File: src/logic/fail_safe_monitor_pkg.sv
// Package with register map, field layout, reset values and timing constants of the clock monitor.
package fail_safe_monitor_pkg;

  // Register byte offsets on the APB bus.
  localparam logic [7:0] OFS_OSC_CONTROL = 8'h00;
  localparam logic [7:0] OFS_OSC_STATUS = 8'h04;
  localparam logic [7:0] OFS_IRQ_ENABLE_TWO = 8'h08;
  localparam logic [7:0] OFS_IRQ_FLAG_TWO = 8'h0c;
  localparam logic [7:0] OFS_SYS_CONTROL = 8'h10;

  // Field positions.
  localparam int IFS_LSB = 3;
  localparam int IFS_MSB = 6;
  localparam int CSS_LSB = 0;
  localparam int CSS_MSB = 1;
  localparam int STAT_SEC_READY = 7;
  localparam int STAT_STARTUP_DONE = 5;
  localparam int STAT_HF_READY = 4;
  localparam int STAT_LF_READY = 1;
  localparam int STAT_HF_STABLE = 0;
  localparam int OSC_FAIL_BIT = 7;
  localparam int SYS_SLEEP_BIT = 0;

  // Reset values.
  localparam logic [3:0] IFS_RESET = 4'h7;
  localparam logic [1:0] CSS_RESET = 2'h0;

  // Counts.
  localparam int SAMPLE_DIV = 64;
  localparam int STARTUP_CYCLES = 1024;

  // Oscillator modes from the configuration word.
  localparam logic [2:0] MODE_LP = 3'h0;
  localparam logic [2:0] MODE_XT = 3'h1;
  localparam logic [2:0] MODE_HS = 3'h2;
  localparam logic [2:0] MODE_EC = 3'h3;
  localparam logic [2:0] MODE_INT = 3'h4;
  localparam logic [2:0] MODE_RC = 3'h5;

  // System clock selections driven to the clock mux.
  localparam logic [1:0] SRC_CONFIG = 2'h0;
  localparam logic [1:0] SRC_SECONDARY = 2'h1;
  localparam logic [1:0] SRC_INTERNAL = 2'h2;

  typedef struct packed {
    logic fail_monitor_cfg_enable;
    logic two_speed_cfg_enable;
    logic [2:0] osc_mode_config;
  } fail_safe_monitor_cfg_t;

  typedef struct packed {
    logic secondary_osc_enable;
    logic secondary_osc_ready;
    logic hf_internal_ready;
    logic lf_internal_ready;
    logic hf_internal_stable;
  } fail_safe_monitor_osc_stat_t;

  typedef struct packed {
    logic [1:0] sys_clk_source;
    logic [3:0] internal_freq_select;
    logic [2:0] internal_range;
    logic in_fail_safe;
  } fail_safe_monitor_clk_out_t;

endpackage : fail_safe_monitor_pkg

File: src/logic/fail_safe_monitor_detect.sv
// Fail detector: divided sample clock plus external falling edge latch.
`timescale 1ns/1ps
`default_nettype none
module fail_safe_monitor_detect #(
  parameter int DIV = 64
) (
  input wire logic pclk,
  input wire logic presetn,
  input wire logic ext_clk_sync,
  input wire logic lf_tick,
  input wire logic arm,
  output logic fail_pulse
);
  import fail_safe_monitor_pkg::*;

  localparam int HALF = DIV / 2;
  localparam int CW = $clog2(DIV);

  logic [CW-1:0] div_r;
  logic sample_clk_r;
  logic ext_d_r;
  logic seen_r;
  logic ext_fall;
  logic sample_rise;
  logic sample_fall;

  assign ext_fall = ext_d_r & ~ext_clk_sync;
  assign sample_rise = lf_tick && (div_r == CW'(HALF - 1));
  assign sample_fall = lf_tick && (div_r == CW'(DIV - 1));

  // Sample clock is the low-frequency oscillator divided by the division ratio.
  always_ff @(posedge pclk or negedge presetn) begin
    if (!presetn) begin
      div_r <= '0;
      sample_clk_r <= 1'b0;
    end else if (lf_tick) begin
      div_r <= div_r + CW'(1);
      if (sample_rise) begin
        sample_clk_r <= 1'b1;
      end else if (sample_fall) begin
        sample_clk_r <= 1'b0;
      end
    end
  end

  always_ff @(posedge pclk or negedge presetn) begin
    if (!presetn) begin
      ext_d_r <= 1'b0;
    end else begin
      ext_d_r <= ext_clk_sync;
    end
  end

  // Falling external edges set the latch, sample rising edges clear it.
  always_ff @(posedge pclk or negedge presetn) begin
    if (!presetn) begin
      seen_r <= 1'b0;
    end else if (ext_fall) begin
      seen_r <= 1'b1;
    end else if (sample_rise) begin
      seen_r <= 1'b0;
    end
  end

  // A whole high half of the sample clock without a falling external edge is a failure.
  always_ff @(posedge pclk or negedge presetn) begin
    if (!presetn) begin
      fail_pulse <= 1'b0;
    end else begin
      fail_pulse <= arm && sample_fall && !seen_r && !ext_fall && sample_clk_r;
    end
  end

endmodule : fail_safe_monitor_detect
`default_nettype wire

File: src/logic/fail_safe_monitor_top.sv
// Fail-safe clock monitor with oscillator control and status registers on APB.
//
// Design decisions made here: the register offsets and the APB interface to the registers.
`timescale 1ns/1ps
`default_nettype none
// Functional notes
// - Monitor works only with config enable set
// - Monitor covers all external oscillator modes
// - Sample clock is low-frequency oscillator over 64
// - External falls set latch, sample rises clear
// - Failure: sample half-period without external fall
// - Failure moves clock internal, sets flag
// - Interrupt when flag and enable both set
// - Fallback clock uses current frequency select
// - Stay internal until software switches back
// - Reset, sleep or source change clears condition
// - Source change restarts timer, expiry returns external
// - Flag not clearable while condition persists
// - Detection waits for timer; EC, RC immediate
// - Monitor enable forces two-speed start-up
// - Status bit 5 shows configured clock running
// - Control fields, reset 0111, reserved read zero
// - Source select: 1x internal, 01 secondary
// - Bit 7 secondary ready, one when disabled
// - Bits 4, 1 report internal oscillators ready
// - Bit 0 shows stable 16 MHz oscillator
// - Start-up timer counts 1024 oscillator cycles
// - Any reset clears source select field
module fail_safe_monitor_top #(
  parameter int STARTUP_COUNT = fail_safe_monitor_pkg::STARTUP_CYCLES,
  parameter int SAMPLE_RATIO = fail_safe_monitor_pkg::SAMPLE_DIV
) (
  input wire logic pclk,
  input wire logic presetn,
  input wire logic psel,
  input wire logic penable,
  input wire logic pwrite,
  input wire logic [7:0] paddr,
  input wire logic [31:0] pwdata,
  output logic [31:0] prdata,
  output logic pready,
  output logic pslverr,
  input wire fail_safe_monitor_pkg::fail_safe_monitor_cfg_t cfg,
  input wire fail_safe_monitor_pkg::fail_safe_monitor_osc_stat_t osc_stat_pin,
  input wire logic ext_clk_pin,
  input wire logic lf_clk_pin,
  input wire logic sleep_exec,
  input wire logic wake_event,
  output fail_safe_monitor_pkg::fail_safe_monitor_clk_out_t clk_out,
  output logic osc_fail_irq
);
  import fail_safe_monitor_pkg::*;

  localparam int TW = $clog2(STARTUP_COUNT + 1);

  typedef enum logic [3:0] {
    ST_STARTUP = 4'b0001,
    ST_EXTERNAL = 4'b0010,
    ST_FAILSAFE = 4'b0100,
    ST_SLEEP = 4'b1000
  } fail_safe_monitor_state_t;

  ////////////////////////////////////////////////////////////////////////////////
  // Synchronisers for asynchronous inputs.

  logic [1:0] ext_s_r;
  logic [1:0] lf_s_r;
  logic lf_d_r;
  fail_safe_monitor_osc_stat_t stat_s1_r;
  fail_safe_monitor_osc_stat_t stat_s2_r;
  logic [1:0] sleep_s_r;
  logic [1:0] wake_s_r;
  logic sleep_d_r;
  logic wake_d_r;

  always_ff @(posedge pclk or negedge presetn) begin
    if (!presetn) begin
      ext_s_r <= '0;
      lf_s_r <= '0;
      lf_d_r <= 1'b0;
      stat_s1_r <= '0;
      stat_s2_r <= '0;
      sleep_s_r <= '0;
      wake_s_r <= '0;
      sleep_d_r <= 1'b0;
      wake_d_r <= 1'b0;
    end else begin
      ext_s_r <= {ext_s_r[0], ext_clk_pin};
      lf_s_r <= {lf_s_r[0], lf_clk_pin};
      lf_d_r <= lf_s_r[1];
      stat_s1_r <= osc_stat_pin;
      stat_s2_r <= stat_s1_r;
      sleep_s_r <= {sleep_s_r[0], sleep_exec};
      wake_s_r <= {wake_s_r[0], wake_event};
      sleep_d_r <= sleep_s_r[1];
      wake_d_r <= wake_s_r[1];
    end
  end

  logic lf_tick;
  logic sleep_go;
  logic wake_go;
  assign lf_tick = lf_s_r[1] & ~lf_d_r;
  assign sleep_go = sleep_s_r[1] & ~sleep_d_r;
  assign wake_go = wake_s_r[1] & ~wake_d_r;

  ////////////////////////////////////////////////////////////////////////////////
  // Registers.

  logic [3:0] ifs_r;
  logic [1:0] css_r;
  logic irq_en_r;
  logic fail_flag_r;
  logic sleep_sw_r;
  fail_safe_monitor_state_t state_r;
  logic [TW-1:0] tmr_r;
  logic fail_pulse;
  logic wr_en;
  logic addr_ok;
  logic fail_safe_monitor_u_detect_prev_r;
  logic css_change;
  logic needs_timer;

  function automatic logic [2:0] freq_range(input logic [3:0] code);
    // 0: 31 kHz low, 1: 31.25 kHz, 2: 62.5 to 500 kHz, 3..7: 1 to 16 MHz.
    logic [2:0] r;
    r = 3'h2;
    if (code[3:1] == 3'h0) begin
      r = 3'h0;
    end else if (code[3:1] == 3'h1) begin
      r = 3'h1;
    end else if (code >= 4'hb) begin
      r = 3'(code - 4'h8);
    end
    return r;
  endfunction : freq_range

  function automatic logic is_mapped(input logic [7:0] a);
    return a == OFS_OSC_CONTROL || a == OFS_OSC_STATUS || a == OFS_IRQ_ENABLE_TWO ||
      a == OFS_IRQ_FLAG_TWO || a == OFS_SYS_CONTROL;
  endfunction : is_mapped

  assign addr_ok = is_mapped(paddr);
  assign wr_en = psel && penable && pwrite && pready && addr_ok;
  assign css_change = wr_en && paddr == OFS_OSC_CONTROL && pwdata[CSS_MSB:CSS_LSB] != css_r;
  assign needs_timer = cfg.osc_mode_config == MODE_LP || cfg.osc_mode_config == MODE_XT ||
    cfg.osc_mode_config == MODE_HS;

  // Control register: frequency select and clock source select.
  always_ff @(posedge pclk or negedge presetn) begin
    if (!presetn) begin
      ifs_r <= IFS_RESET;
      css_r <= CSS_RESET;
    end else if (wr_en && paddr == OFS_OSC_CONTROL) begin
      ifs_r <= pwdata[IFS_MSB:IFS_LSB];
      css_r <= pwdata[CSS_MSB:CSS_LSB];
    end
  end

  always_ff @(posedge pclk or negedge presetn) begin
    if (!presetn) begin
      irq_en_r <= 1'b0;
    end else if (wr_en && paddr == OFS_IRQ_ENABLE_TWO) begin
      irq_en_r <= pwdata[OSC_FAIL_BIT];
    end
  end

  // Software sleep request register models the sleep instruction.
  always_ff @(posedge pclk or negedge presetn) begin
    if (!presetn) begin
      sleep_sw_r <= 1'b0;
    end else begin
      sleep_sw_r <= wr_en && paddr == OFS_SYS_CONTROL && pwdata[SYS_SLEEP_BIT];
    end
  end

  // Fail flag: hardware set wins; software clear only outside the fail-safe condition.
  always_ff @(posedge pclk or negedge presetn) begin
    if (!presetn) begin
      fail_flag_r <= 1'b0;
    end else if (fail_pulse) begin
      fail_flag_r <= 1'b1;
    end else if (wr_en && paddr == OFS_IRQ_FLAG_TWO && state_r != ST_FAILSAFE) begin
      fail_flag_r <= pwdata[OSC_FAIL_BIT] & fail_flag_r;
    end
  end

  ////////////////////////////////////////////////////////////////////////////////
  // Clock state machine with the start-up timer.

  logic sleep_req;
  assign sleep_req = sleep_go || sleep_sw_r;

  always_ff @(posedge pclk or negedge presetn) begin
    if (!presetn) begin
      state_r <= ST_STARTUP;
      tmr_r <= '0;
    end else if (sleep_req) begin
      state_r <= ST_SLEEP;
      tmr_r <= '0;
    end else begin
      unique case (state_r)
        ST_SLEEP: begin
          tmr_r <= '0;
          if (wake_go) begin
            state_r <= ST_STARTUP;
          end
        end
        ST_STARTUP: begin
          if (css_change) begin
            tmr_r <= '0;
          end else if (!needs_timer || tmr_r == TW'(STARTUP_COUNT)) begin
            state_r <= ST_EXTERNAL;
          end else if (ext_s_r[1] & ~fail_safe_monitor_u_detect_prev_r) begin
            tmr_r <= tmr_r + TW'(1);
          end
        end
        ST_EXTERNAL: begin
          if (fail_pulse) begin
            state_r <= ST_FAILSAFE;
          end else if (css_change) begin
            state_r <= ST_STARTUP;
            tmr_r <= '0;
          end
        end
        ST_FAILSAFE: begin
          if (css_change) begin
            state_r <= ST_STARTUP;
            tmr_r <= '0;
          end
        end
      endcase
    end
  end

  always_ff @(posedge pclk or negedge presetn) begin
    if (!presetn) begin
      fail_safe_monitor_u_detect_prev_r <= 1'b0;
    end else begin
      fail_safe_monitor_u_detect_prev_r <= ext_s_r[1];
    end
  end

  logic arm;
  assign arm = cfg.fail_monitor_cfg_enable && state_r == ST_EXTERNAL && css_r == SRC_CONFIG;

  fail_safe_monitor_detect #(
    .DIV(SAMPLE_RATIO)
  ) u_detect (
    .pclk(pclk),
    .presetn(presetn),
    .ext_clk_sync(ext_s_r[1]),
    .lf_tick(lf_tick),
    .arm(arm),
    .fail_pulse(fail_pulse)
  );

  ////////////////////////////////////////////////////////////////////////////////
  // Clock selection outputs.

  logic two_speed;
  logic on_config;
  fail_safe_monitor_clk_out_t clk_nxt;
  assign two_speed = cfg.two_speed_cfg_enable || cfg.fail_monitor_cfg_enable;
  assign on_config = css_r == SRC_CONFIG && (state_r == ST_EXTERNAL ||
    (state_r == ST_STARTUP && !two_speed && needs_timer));

  always_comb begin
    clk_nxt.internal_freq_select = ifs_r;
    clk_nxt.internal_range = freq_range(ifs_r);
    clk_nxt.in_fail_safe = state_r == ST_FAILSAFE;
    if (css_r[1] || state_r == ST_FAILSAFE) begin
      clk_nxt.sys_clk_source = SRC_INTERNAL;
    end else if (css_r == SRC_SECONDARY) begin
      clk_nxt.sys_clk_source = SRC_SECONDARY;
    end else if (on_config) begin
      clk_nxt.sys_clk_source = SRC_CONFIG;
    end else begin
      clk_nxt.sys_clk_source = SRC_INTERNAL;
    end
  end

  always_ff @(posedge pclk or negedge presetn) begin
    if (!presetn) begin
      clk_out <= '{sys_clk_source: SRC_INTERNAL, internal_freq_select: IFS_RESET,
        internal_range: 3'h2, in_fail_safe: 1'b0};
      osc_fail_irq <= 1'b0;
    end else begin
      clk_out <= clk_nxt;
      osc_fail_irq <= fail_flag_r && irq_en_r;
    end
  end

  ////////////////////////////////////////////////////////////////////////////////
  // APB read path, zero wait states.

  logic [7:0] status_v;
  logic [31:0] rdata_nxt;

  always_comb begin
    status_v = 8'h00;
    status_v[STAT_SEC_READY] = stat_s2_r.secondary_osc_enable ? stat_s2_r.secondary_osc_ready : 1'b1;
    status_v[STAT_STARTUP_DONE] = state_r == ST_EXTERNAL && css_r == SRC_CONFIG;
    status_v[STAT_HF_READY] = stat_s2_r.hf_internal_ready;
    status_v[STAT_LF_READY] = stat_s2_r.lf_internal_ready;
    status_v[STAT_HF_STABLE] = stat_s2_r.hf_internal_stable;
    rdata_nxt = 32'h0000_0000;
    unique case (paddr)
      OFS_OSC_CONTROL: rdata_nxt = {24'h00_0000, 1'b0, ifs_r, 1'b0, css_r};
      OFS_OSC_STATUS: rdata_nxt = {24'h00_0000, status_v};
      OFS_IRQ_ENABLE_TWO: rdata_nxt = {24'h00_0000, irq_en_r, 7'h00};
      OFS_IRQ_FLAG_TWO: rdata_nxt = {24'h00_0000, fail_flag_r, 7'h00};
      default: rdata_nxt = 32'h0000_0000;
    endcase
  end

  // Answer in the first access cycle: pready is registered in the setup cycle and is high for that one access cycle only.
  always_ff @(posedge pclk or negedge presetn) begin
    if (!presetn) begin
      pready <= 1'b0;
      pslverr <= 1'b0;
      prdata <= 32'h0000_0000;
    end else begin
      pready <= psel && !penable;
      pslverr <= psel && !penable && !is_mapped(paddr);
      prdata <= (psel && !penable && !pwrite) ? rdata_nxt : prdata;
    end
  end

endmodule : fail_safe_monitor_top
`default_nettype wire

File: config.mk
export PLATFORM = sky130hd
export DESIGN_NAME = fail_safe_monitor_top
export DESIGN_NICKNAME = d
export VERILOG_FILES = /design/src/logic/fail_safe_monitor_pkg.sv /design/src/logic/fail_safe_monitor_detect.sv /design/src/logic/fail_safe_monitor_top.sv
export SDC_FILE = /design/constraint.sdc
export NUM_CORES = 1
export LEC_CHECK = 0
export ABC_AREA = 1
export BUFFER_PORTS_ARGS = -buffer_cell sky130_fd_sc_hd__buf_2
export CAP_MARGIN = 20
export CORE_MARGIN = 2
export CORE_UTILIZATION = 52
export DETAILED_ROUTE_END_ITERATION = 10
export GPL_ROUTABILITY_DRIVEN = 0
export PLACE_DENSITY = 0.8
export SLEW_MARGIN = 20
export SYNTH_ARGS = -nofsm -noshare
export SYNTH_HDL_FRONTEND = slang
export SYNTH_HIERARCHICAL = 1
export SYNTH_SLANG_ARGS = --single-unit
File: constraint.sdc
create_clock -name pclk -period 2 [get_ports pclk]
set_input_delay 0.4 -clock pclk [delete_from_list [all_inputs] [get_ports pclk]]
set_output_delay 0.4 -clock pclk [all_outputs]
set_load 0.005 [all_outputs]
==> results.cfg, run 1 <==
[outcome]
status = finished clean

[clocking]
cts-buffers-inserted = 9
clkLatencyLatePin_ps = 360
clock-root-buffer = clkbuf_8
clk_pin_slew_ps = 80
clock-sinks = 76
cts_htree_levels = 3
cts_buffer_depth = 2
cts_tree = done
cts_resized = 0

[detailed_routing]
wirelength_um = 6680
num_vias = 2688
viasPerCell = 4.79
drc_errors = 0
drt_first_pass_iters = 4
wl_per_cell_um = 11.9
drt-initial-drc-count = 142
ant_nets = 0

[worst_setup_path]
r2r_start = tmr_r[1]
crit_chain = inv_1 -> ha_1 -> nand3_1 -> o31ai_1 -> nand3_2 -> buf_4 -> nand3_1 -> nand2_1
worstSetupPathType = flip-flop to flip-flop
critPathLaunch = tmr_r[1]
path_buf_inv = 2
worst-path-stages = 8
r2r_cells = 8
path_max_fanout = 7
cp-end-kind = flip-flop
endpoint = tmr_r[1]
start_kind = flip-flop
required_ps = 2250
cpMostUsedCell = nand3_1
path_delay_family = flip-flops
cp_slowest_cell = dfrtp_1
slowest_delay_ps = 420
r2r-end = tmr_r[1]
reg2reg_slack_ps = 260
crit_arrival_ps = 1990

[logic_synthesis]
synth_area_leaders = dfrtp_1 47%, nand2_1 10%, dfstp_2 6.6%
avgSynthCellArea_um2 = 8.76
synth_warnings = 6
synth_top_area_share_pct = 46.9
synth.distinct_cells = 34
async_flop_share_pct = 100
synth_edf_count = 0
synth_common_cells = 99 x nand2_1, 67 x dfrtp_1, 59 x inv_1, 34 x nor2_1, 28 x nand3_1
synthMostInstantiatedCell = nand2_1
ys_ff_latch = 76
synthCells = 408
syn-cell-area_mm2 = 0.00357
yosys_most_used_dff = dfrtp_1
yosysTopAreaCell = dfrtp_1
ys_seq_area_share_pct = 53.5

[cells_and_area]
fin_nets = 538
antennaDiodeCount = 0
drive_gt1_share_pct = 22.5
syn2layout_area_growth_pct = 13.8
final_area_mm2 = 0.00407
nFillCells = 577

[floorplan]
chipWidth_um = 86.9
start_util_pct = 53.2
core_mm2 = 0.00672
die_area_mm2 = 0.00755
die_y_um = 86.9
io_pins = 104
rows = 30

[sta]
hold_violations = 0
setup_tns_ps = 0
slew_viol_final = 0
setup_ws_ps = 258
rsz0062_at_grt = false
setup_violations = 0
layout_min_cycle_time_ps = 1740
fin_crit_sh_pct = 87.1
skew_ps = 9.59
holdWs_ps = 150
fmax_ghz = 0.574

[hold_path]
hp-class = primary input to flip-flop

[grt]
grt_max_degree = 36
track_usage_pct = 18.9
grt-ovfl-total = 0
grt_pass1_wl_um = 11000
grt_pass1_vias = 2456
antenna_found_initial = 0

[job]
drv_cap = 0

[power]
vdd_drop_max_v = 0.000445
leakagePower_nw = 2.17
p_total_mw = 3.55
powerDensity_mw_per_mm2 = 872

[placed_design]
placed_area_mm2 = 0.00388
port_buffers = 53
dp_hpwl_um = 4930
place_ws_ps = 68.9
==> layer usage <==
metal	global-route usage, %	routed length, um	vias to the layer above
met4	7.95	98	0
met5	0	0	-
met3	4.64	370	8
li1	-	-	1362
met1	25.1	3060	1240
met2	29.8	3150	78
==> placed cells by master (no fill, tap or decap), types with 3 or more instances in the layout <==
cell type / instances
buf_4: 8
a21oi_1: 10
nor2_2: 3
nand2_2: 6
conb_1: 25
nand3_1: 28
nand2_1: 99
o21ai_0: 12
nor2_1: 34
buf_2: 52
inv_6: 4
dfrtp_1: 67
dfstp_2: 9
nor3_1: 11
inv_2: 3
ha_1: 3
inv_1: 59
nand4_1: 6
xor2_1: 7
clkbuf_8: 9
==> per-stage QoR <==
step,utilization [%],std cells
2_1_floorplan,-,432
3_5_place_dp,57.7,544
6_report,60.5,561
5_1_grt,60.5,561
3_3_place_gp,57.7,544
4_1_cts,60.5,561
==> sequential cells by signal, summed over array words and instances (netlist names), 2 cells and up <==
signal          flops
wake_s_r            2
state_r             4
ext_s_r             2
lf_s_r              2
prdata              7
u_detect/div_r      6
tmr_r              11
stat_s2_r           5
ifs_r               4
clk_out            10
stat_s1_r           5
sleep_s_r           2
css_r               2
==> worst min path at each step <==
| stage | startpoint | end | cells after the start |
|---|---|---|---|
| floorplan | presetn | clk_out[0] | 0 |
| global placement | wake_s_r[0] | wake_s_r[1] | 0 |
| detailed placement | lf_s_r[0] | lf_s_r[1] | 0 |
| CTS | osc_stat_pin[2] | stat_s1_r[2] | 1 |
| global route | lf_clk_pin | lf_s_r[0] | 1 |
| finish | osc_stat_pin[1] | stat_s1_r[1] | 1 |
==> cell families after synthesis <==
logic type	count (synthesis)	synth area share (%)
XOR/XNOR	8	1.96
flip-flops	76	53.5
AND/OR/NAND/NOR	197	24.9
adder cells (fa/ha/maj)	3	1.05
AO/OA/AOI/OAI	30	5.04
other	1	0.105
buffers and inverters	91	12.8
multiplexers	2	0.630
==> worst register-to-register path: stages (launching register included) <==
cell and delay [ps]:
dfrtp_1 420, inv_1 80, ha_1 140, nand3_1 70
o31ai_1 410, nand3_2 170, buf_4 190, nand3_1 90
nand2_1 60
==> report_power, final <==
group | total, mW | internal [mW] | switching [mW] | leakage, nW
combinational | 0.700 | 0.248 | 0.452 | 1.14
clock | 1.07 | 0.465 | 0.605 | 0.0870
sequential | 1.78 | 1.68 | 0.0965 | 0.941
total | 3.55 | 2.39 | 1.15 | 2.17
==> final cells by class <==
class / instances / area [um^2] / area share, %
inverters: 62 / 233 / 5.72
multi-input cells: 265 / 1290 / 31.8
repair buffers: 62 / 350 / 8.61
flip-flops and latches: 76 / 1910 / 47.0
well taps: 80 / 100 / 2.46
clock buffers: 9 / 124 / 3.05
clock inverters: 7 / 55.1 / 1.35
==> what timing repair did <==
action,in CTS,in global routing
buffers inserted,0,0
hold endpoints to repair,25,0
hold buffers,1,0
No activity file was read; power rests on OpenSTA's default activity.
==> run 2: changes to the inputs <==
==> constraint.sdc (replaced) <==
create_clock -name pclk -period 2 [get_ports pclk]
set_input_delay 0.5 -clock pclk [delete_from_list [all_inputs] [get_ports pclk]]
set_output_delay 0.5 -clock pclk [all_outputs]
set_load 0.005 [all_outputs]
==> run 2 against run 1 <==
  * Via count up 0.97%
  * Non-clock buffer count down 1
  * Sequential power about the same
  * Register-to-register slack worse by 60 ps
  * Worst hold slack worse by 120 ps
  * Critical path type unchanged
  * Critical endpoint is now tmr_r[9]
==> results.cfg, run 2 (synthesis gave the netlist of run 1 again) <==
[clocking]
cts_resized = 0
cts_tree = done
clock-sinks = 76
post_cts_buffers = 0
cts_htree_levels = 3
cts_buffer_depth = 2
cts-buffers-inserted = 9
clock-root-buffer = clkbuf_8
clkLatencyLatePin_ps = 360
postCtsHoldBufs = 0
clk_pin_slew_ps = 90

[placed_design]
dp_hpwl_um = 4880
port_buffers = 53
place_ws_ps = 27.3
placed_area_mm2 = 0.00388

[sta]
setup_tns_ps = 0
layout_min_cycle_time_ps = 1810
rsz0062_at_grt = false
holdWs_ps = 28.9
setup_violations = 0
fin_crit_sh_pct = 90.3
hold_violations = 0
slew_viol_final = 0
skew_ps = 12.1
setup_ws_ps = 194
fmax_ghz = 0.554

[worst_setup_path]
crit_arrival_ps = 2050
worstSetupPathType = flip-flop to flip-flop
slowest_delay_ps = 460
path_buf_inv = 2
crit_chain = inv_1 -> ha_1 -> nand3_1 -> o31ai_1 -> nand3_2 -> buf_4 -> nand3_1 -> nand2_1
cp-end-kind = flip-flop
r2r_cells = 8
worst-path-stages = 8
cp_slowest_cell = dfrtp_1
path_max_fanout = 12
start_kind = flip-flop
required_ps = 2250
cpMostUsedCell = nand3_1
path_delay_family = flip-flops

[cells_and_area]
max_flop_register = tmr_r
syn2layout_area_growth_pct = 13.5
final_common_cell = nand2_1
antennaDiodeCount = 0
layout_common_cells = 99 x nand2_1, 67 x dfrtp_1, 59 x inv_1, 52 x buf_2, 34 x nor2_1
drive_gt1_share_pct = 22.5
final_util_pct = 60.4
top_regs = tmr_r: 11 flops, clk_out: 10 flops, prdata: 7 flops
fin_nets = 537
final_area_mm2 = 0.00406
largest_reg_flops = 11

[grt]
grt_pass1_vias = 2613
grt_busiest_layer = met2
grtUsageMet2_pct = 31.5
grt-ovfl-total = 0
grt_max_degree = 55
grt_pass1_wl_um = 11100
met3_usage_pct = 5.21
grt_util_met1_pct = 23.7
antenna_found_initial = 0
track_usage_pct = 18.9

[detailed_routing]
viasPerCell = 4.85
wirelength_um = 6540
drt-initial-drc-count = 145
drt_first_pass_iters = 4
wl_per_cell_um = 11.7
num_vias = 2714
drc_errors = 0
ant_nets = 0

[floorplan]
die_area_mm2 = 0.00755
die_y_um = 86.9
rows = 30
core_mm2 = 0.00672
chipWidth_um = 86.9
io_pins = 104
start_util_pct = 53.2

[power]
vdd_drop_max_v = 0.000502
leakagePower_nw = 2.16
powerDensity_mw_per_mm2 = 871

[job]
drv_cap = 0

[outcome]
status = finished clean

[hold_path]
hp-class = primary input to asynchronous set/reset pin
==> run 2: stage by stage <==
stage | power [mW] | cells
after floorplan | 2.33 | 432
final | 3.54 | 560
after global placement | 2.44 | 544
after global routing | 3.76 | 560
after detailed placement | 2.48 | 544
after CTS | 3.57 | 560
==> run 2: routing by layer <==
layer	vias up	part of all wire, %
met5	-	0
met4	0	1.7
met3	8	5.7
met2	80	48
met1	1263	44
li1	1363	-
==> run 2: final cells by class <==
cell class | count | area, um^2
well taps | 80 | 100
repair buffers | 61 | 340
multi-input cells | 265 | 1290
clock buffers | 9 | 124
inverters | 62 | 233
flip-flops and latches | 76 | 1910
clock inverters | 7 | 56.3
fillers | 573 | 2660
==> run 2: power breakdown <==
| group | switching, mW | leakage (nW) | internal (mW) |
|---|---|---|---|
| registers | 0.104 | 0.941 | 1.68 |
| logic | 0.431 | 1.13 | 0.237 |
| clock network | 0.617 | 0.0910 | 0.467 |
==> run 2: worst paths after layout <==
check | from | slack (ps) | endpoint
max in group asynchronous | presetn | 1350 | clk_out[9]
max reg2reg | tmr_r[0] | 190 | tmr_r[9]
max | tmr_r[0] | 190 | tmr_r[9]
min in group pclk | osc_stat_pin[1] | 240 | stat_s1_r[1]
min | presetn | 30 | tmr_r[10]
min reg2reg | stat_s1_r[0] | 340 | stat_s2_r[0]
==> run 3: changes to the inputs <==
--- a/config.mk
+++ b/config.mk
@@ -9,10 +9,10 @@
 export BUFFER_PORTS_ARGS = -buffer_cell sky130_fd_sc_hd__buf_2
 export CAP_MARGIN = 20
 export CORE_MARGIN = 2
-export CORE_UTILIZATION = 52
+export CORE_UTILIZATION = 47
 export DETAILED_ROUTE_END_ITERATION = 10
 export GPL_ROUTABILITY_DRIVEN = 0
-export PLACE_DENSITY = 0.8
+export PLACE_DENSITY = 0.76
 export SLEW_MARGIN = 20
 export SYNTH_ARGS = -nofsm -noshare
 export SYNTH_HDL_FRONTEND = slang
==> constraint.sdc (replaced) <==
create_clock -name pclk -period 1.5 [get_ports pclk]
set_input_delay 0.375 -clock pclk [delete_from_list [all_inputs] [get_ports pclk]]
set_output_delay 0.375 -clock pclk [all_outputs]
set_load 0.005 [all_outputs]
==> run 3 against run 2 <==
  * The flow now finishes with violations (negative setup slack)
  * Combinational power up 96%
  * Fmax increased by 10%
  * First-iteration DRC count down 17%
  * Clock skew shrank 1.4 ps
  * Non-clock buffer count up 54
  * Cell area rose by 17%
  * Utilization is 4.8 points higher
  * Via count is 10% higher
  * Global-route usage is 0.68 points higher
  * Routed wire length grew 21%
  * Critical endpoint is now tmr_r[8]
  * Largest cell class unchanged
==> results.cfg, run 3 (synthesis gave the netlist of run 1 again) <==
[worst_setup_path]
r2r_start = tmr_r[5]
cp-end-kind = flip-flop
path_buf_inv = 1
required_ps = 1740
path_max_fanout = 3
cp_slowest_cell = dfrtp_1
worstSetupPathType = flip-flop to flip-flop
crit_arrival_ps = 1880
slowest_delay_ps = 380
cpMostUsedCell = nand2_1
r2r_cells = 9
path_delay_family = simple AND/OR/NAND/NOR gates
reg2reg_slack_ps = -140
crit_chain = buf_4 -> nand2_1 -> nor3_2 -> nand2_1 -> nor3_1 -> xor2_1 -> nor2_1 -> nand3_1 -> nand2_1
start_kind = flip-flop
r2r-end = tmr_r[8]

[sta]
setup_violations = 12
rsz0062_at_grt = true
fmax_ghz = 0.611
skew_ps = 10.7
hold_violations = 0
layout_min_cycle_time_ps = 1640
fin_crit_sh_pct = 109
setup_ws_ps = -138
slew_viol_final = 0

[power]
vdd_drop_max_v = 0.000823
p_total_mw = 5.47
switching_share_pct = 30.5
powerDensity_mw_per_mm2 = 1150
power.switching_mw = 1.67
leakagePower_nw = 2.51
p_comb_share_pct = 24.0
p_int_mw = 3.80
p_clk_share_pct = 32.7
seq_power_share_pct = 43.3

[cells_and_area]
nFillCells = 591
top_regs = tmr_r: 11 flops, clk_out: 10 flops, prdata: 7 flops
final_common_cell = nand2_1
max_flop_register = tmr_r
drive_gt1_share_pct = 36.7
syn2layout_area_growth_pct = 33.0
layout_common_cells = 96 x nand2_1, 67 x dfrtp_1, 55 x buf_4, 53 x buf_2, 47 x inv_1
antennaDiodeCount = 0
largest_reg_flops = 11
final_cells = 633
fin_nets = 591

[detailed_routing]
num_vias = 2998
viasPerCell = 4.74
ant_nets = 0
wirelength_um = 7900
drc_errors = 0
drt-initial-drc-count = 120
wl_per_cell_um = 12.5
drt_first_pass_iters = 4

[grt]
grt-ovfl-total = 0
grt_pass1_vias = 2934
track_usage_pct = 19.6
grt_pass1_wl_um = 13000
grt_max_degree = 27
antenna_found_initial = 0

[floorplan]
rows = 31
core_mm2 = 0.00729
die_y_um = 91.2
chipWidth_um = 91.2
start_util_pct = 49.0
die_area_mm2 = 0.00832
io_pins = 104

[clocking]
clk_pin_slew_ps = 80
cts-buffers-inserted = 9
clock-root-buffer = clkbuf_8
cts_htree_levels = 3
cts_tree = done
clkLatencyLatePin_ps = 360
cts_buffer_depth = 2
clock-sinks = 76

[placed_design]
port_buffers = 53
place_inst = 608
dp_hpwl_um = 5480

[hold_path]
holdPathStages = 1
hp-class = primary input to flip-flop
holdPathEnd = stat_s1_r[1]
hp-start = osc_stat_pin[1]

[outcome]
status = finished, violations left
violations = negative setup slack

[job]
drv_cap = 0
## run 3: worst max-delay path by stage
stage | slack [ps] | cells past startpoint | end | from
floorplan | -30 | 13 | tmr_r[0] | paddr[6]
global placement | -270 | 13 | tmr_r[4] | paddr[6]
detailed placement | -320 | 13 | tmr_r[6] | paddr[6]
CTS | -80 | 11 | tmr_r[10] | state_r[3]
global route | -260 | 9 | tmr_r[8] | tmr_r[5]
finish | -140 | 9 | tmr_r[8] | tmr_r[5]
## run 3: layer usage
layer	vias up	track usage [%]	share of wire, %
li1	1474	-	-
met1	1405	24.2	43
met2	103	33.2	50
met3	16	4.48	5.4
met4	0	8.21	2.1
met5	-	0	0
## run 3: power groups by stage
stage          Clock [mW]  Sequential [mW]  Combinational, mW
2_1_floorplan           0             2.39              0.725
3_3_place_gp            0             2.39               1.06
3_5_place_dp            0             2.39               1.10
4_1_cts              1.82             2.36               1.27
5_1_grt              1.90             2.39               1.47
6_report             1.79             2.37               1.31
## run 3: layout make-up
type / instances / area [um^2] / area share (%)
tap: 99 / 124 / 2.60
inverter: 62 / 250 / 5.26
multi-input combinational: 265 / 1460 / 30.6
clock buffer: 10 / 138 / 2.89
timing repair buffer: 115 / 782 / 16.4
clock inverter: 6 / 93.8 / 1.97
sequential: 76 / 1910 / 40.2
## run 3: stage by stage
stage                     setup slack (ps)  setup TNS (ps)  hold slack (ps)  util, %  instance area [um^2]
after floorplan                      -30.1            -284             79.4        -                  3700
after global placement                -270           -4890              317     59.0                  4300
after detailed placement              -317           -5860              319     59.0                  4300
after CTS                            -75.9            -612              114     63.9                  4660
after global routing                  -256           -2760              103     65.2                  4760
final                                 -138           -1060              123     65.2                  4760
## run 3: what timing repair did
item / CTS / global route
hold buffers: 1 / 0
setup endpoints to repair: 12 / 21
setup buffers: 1 / 6
pin swaps: 4 / 8
hold endpoints to repair: 11 / 0
gates cloned: 1 / 0
resized for setup: 26 / 17
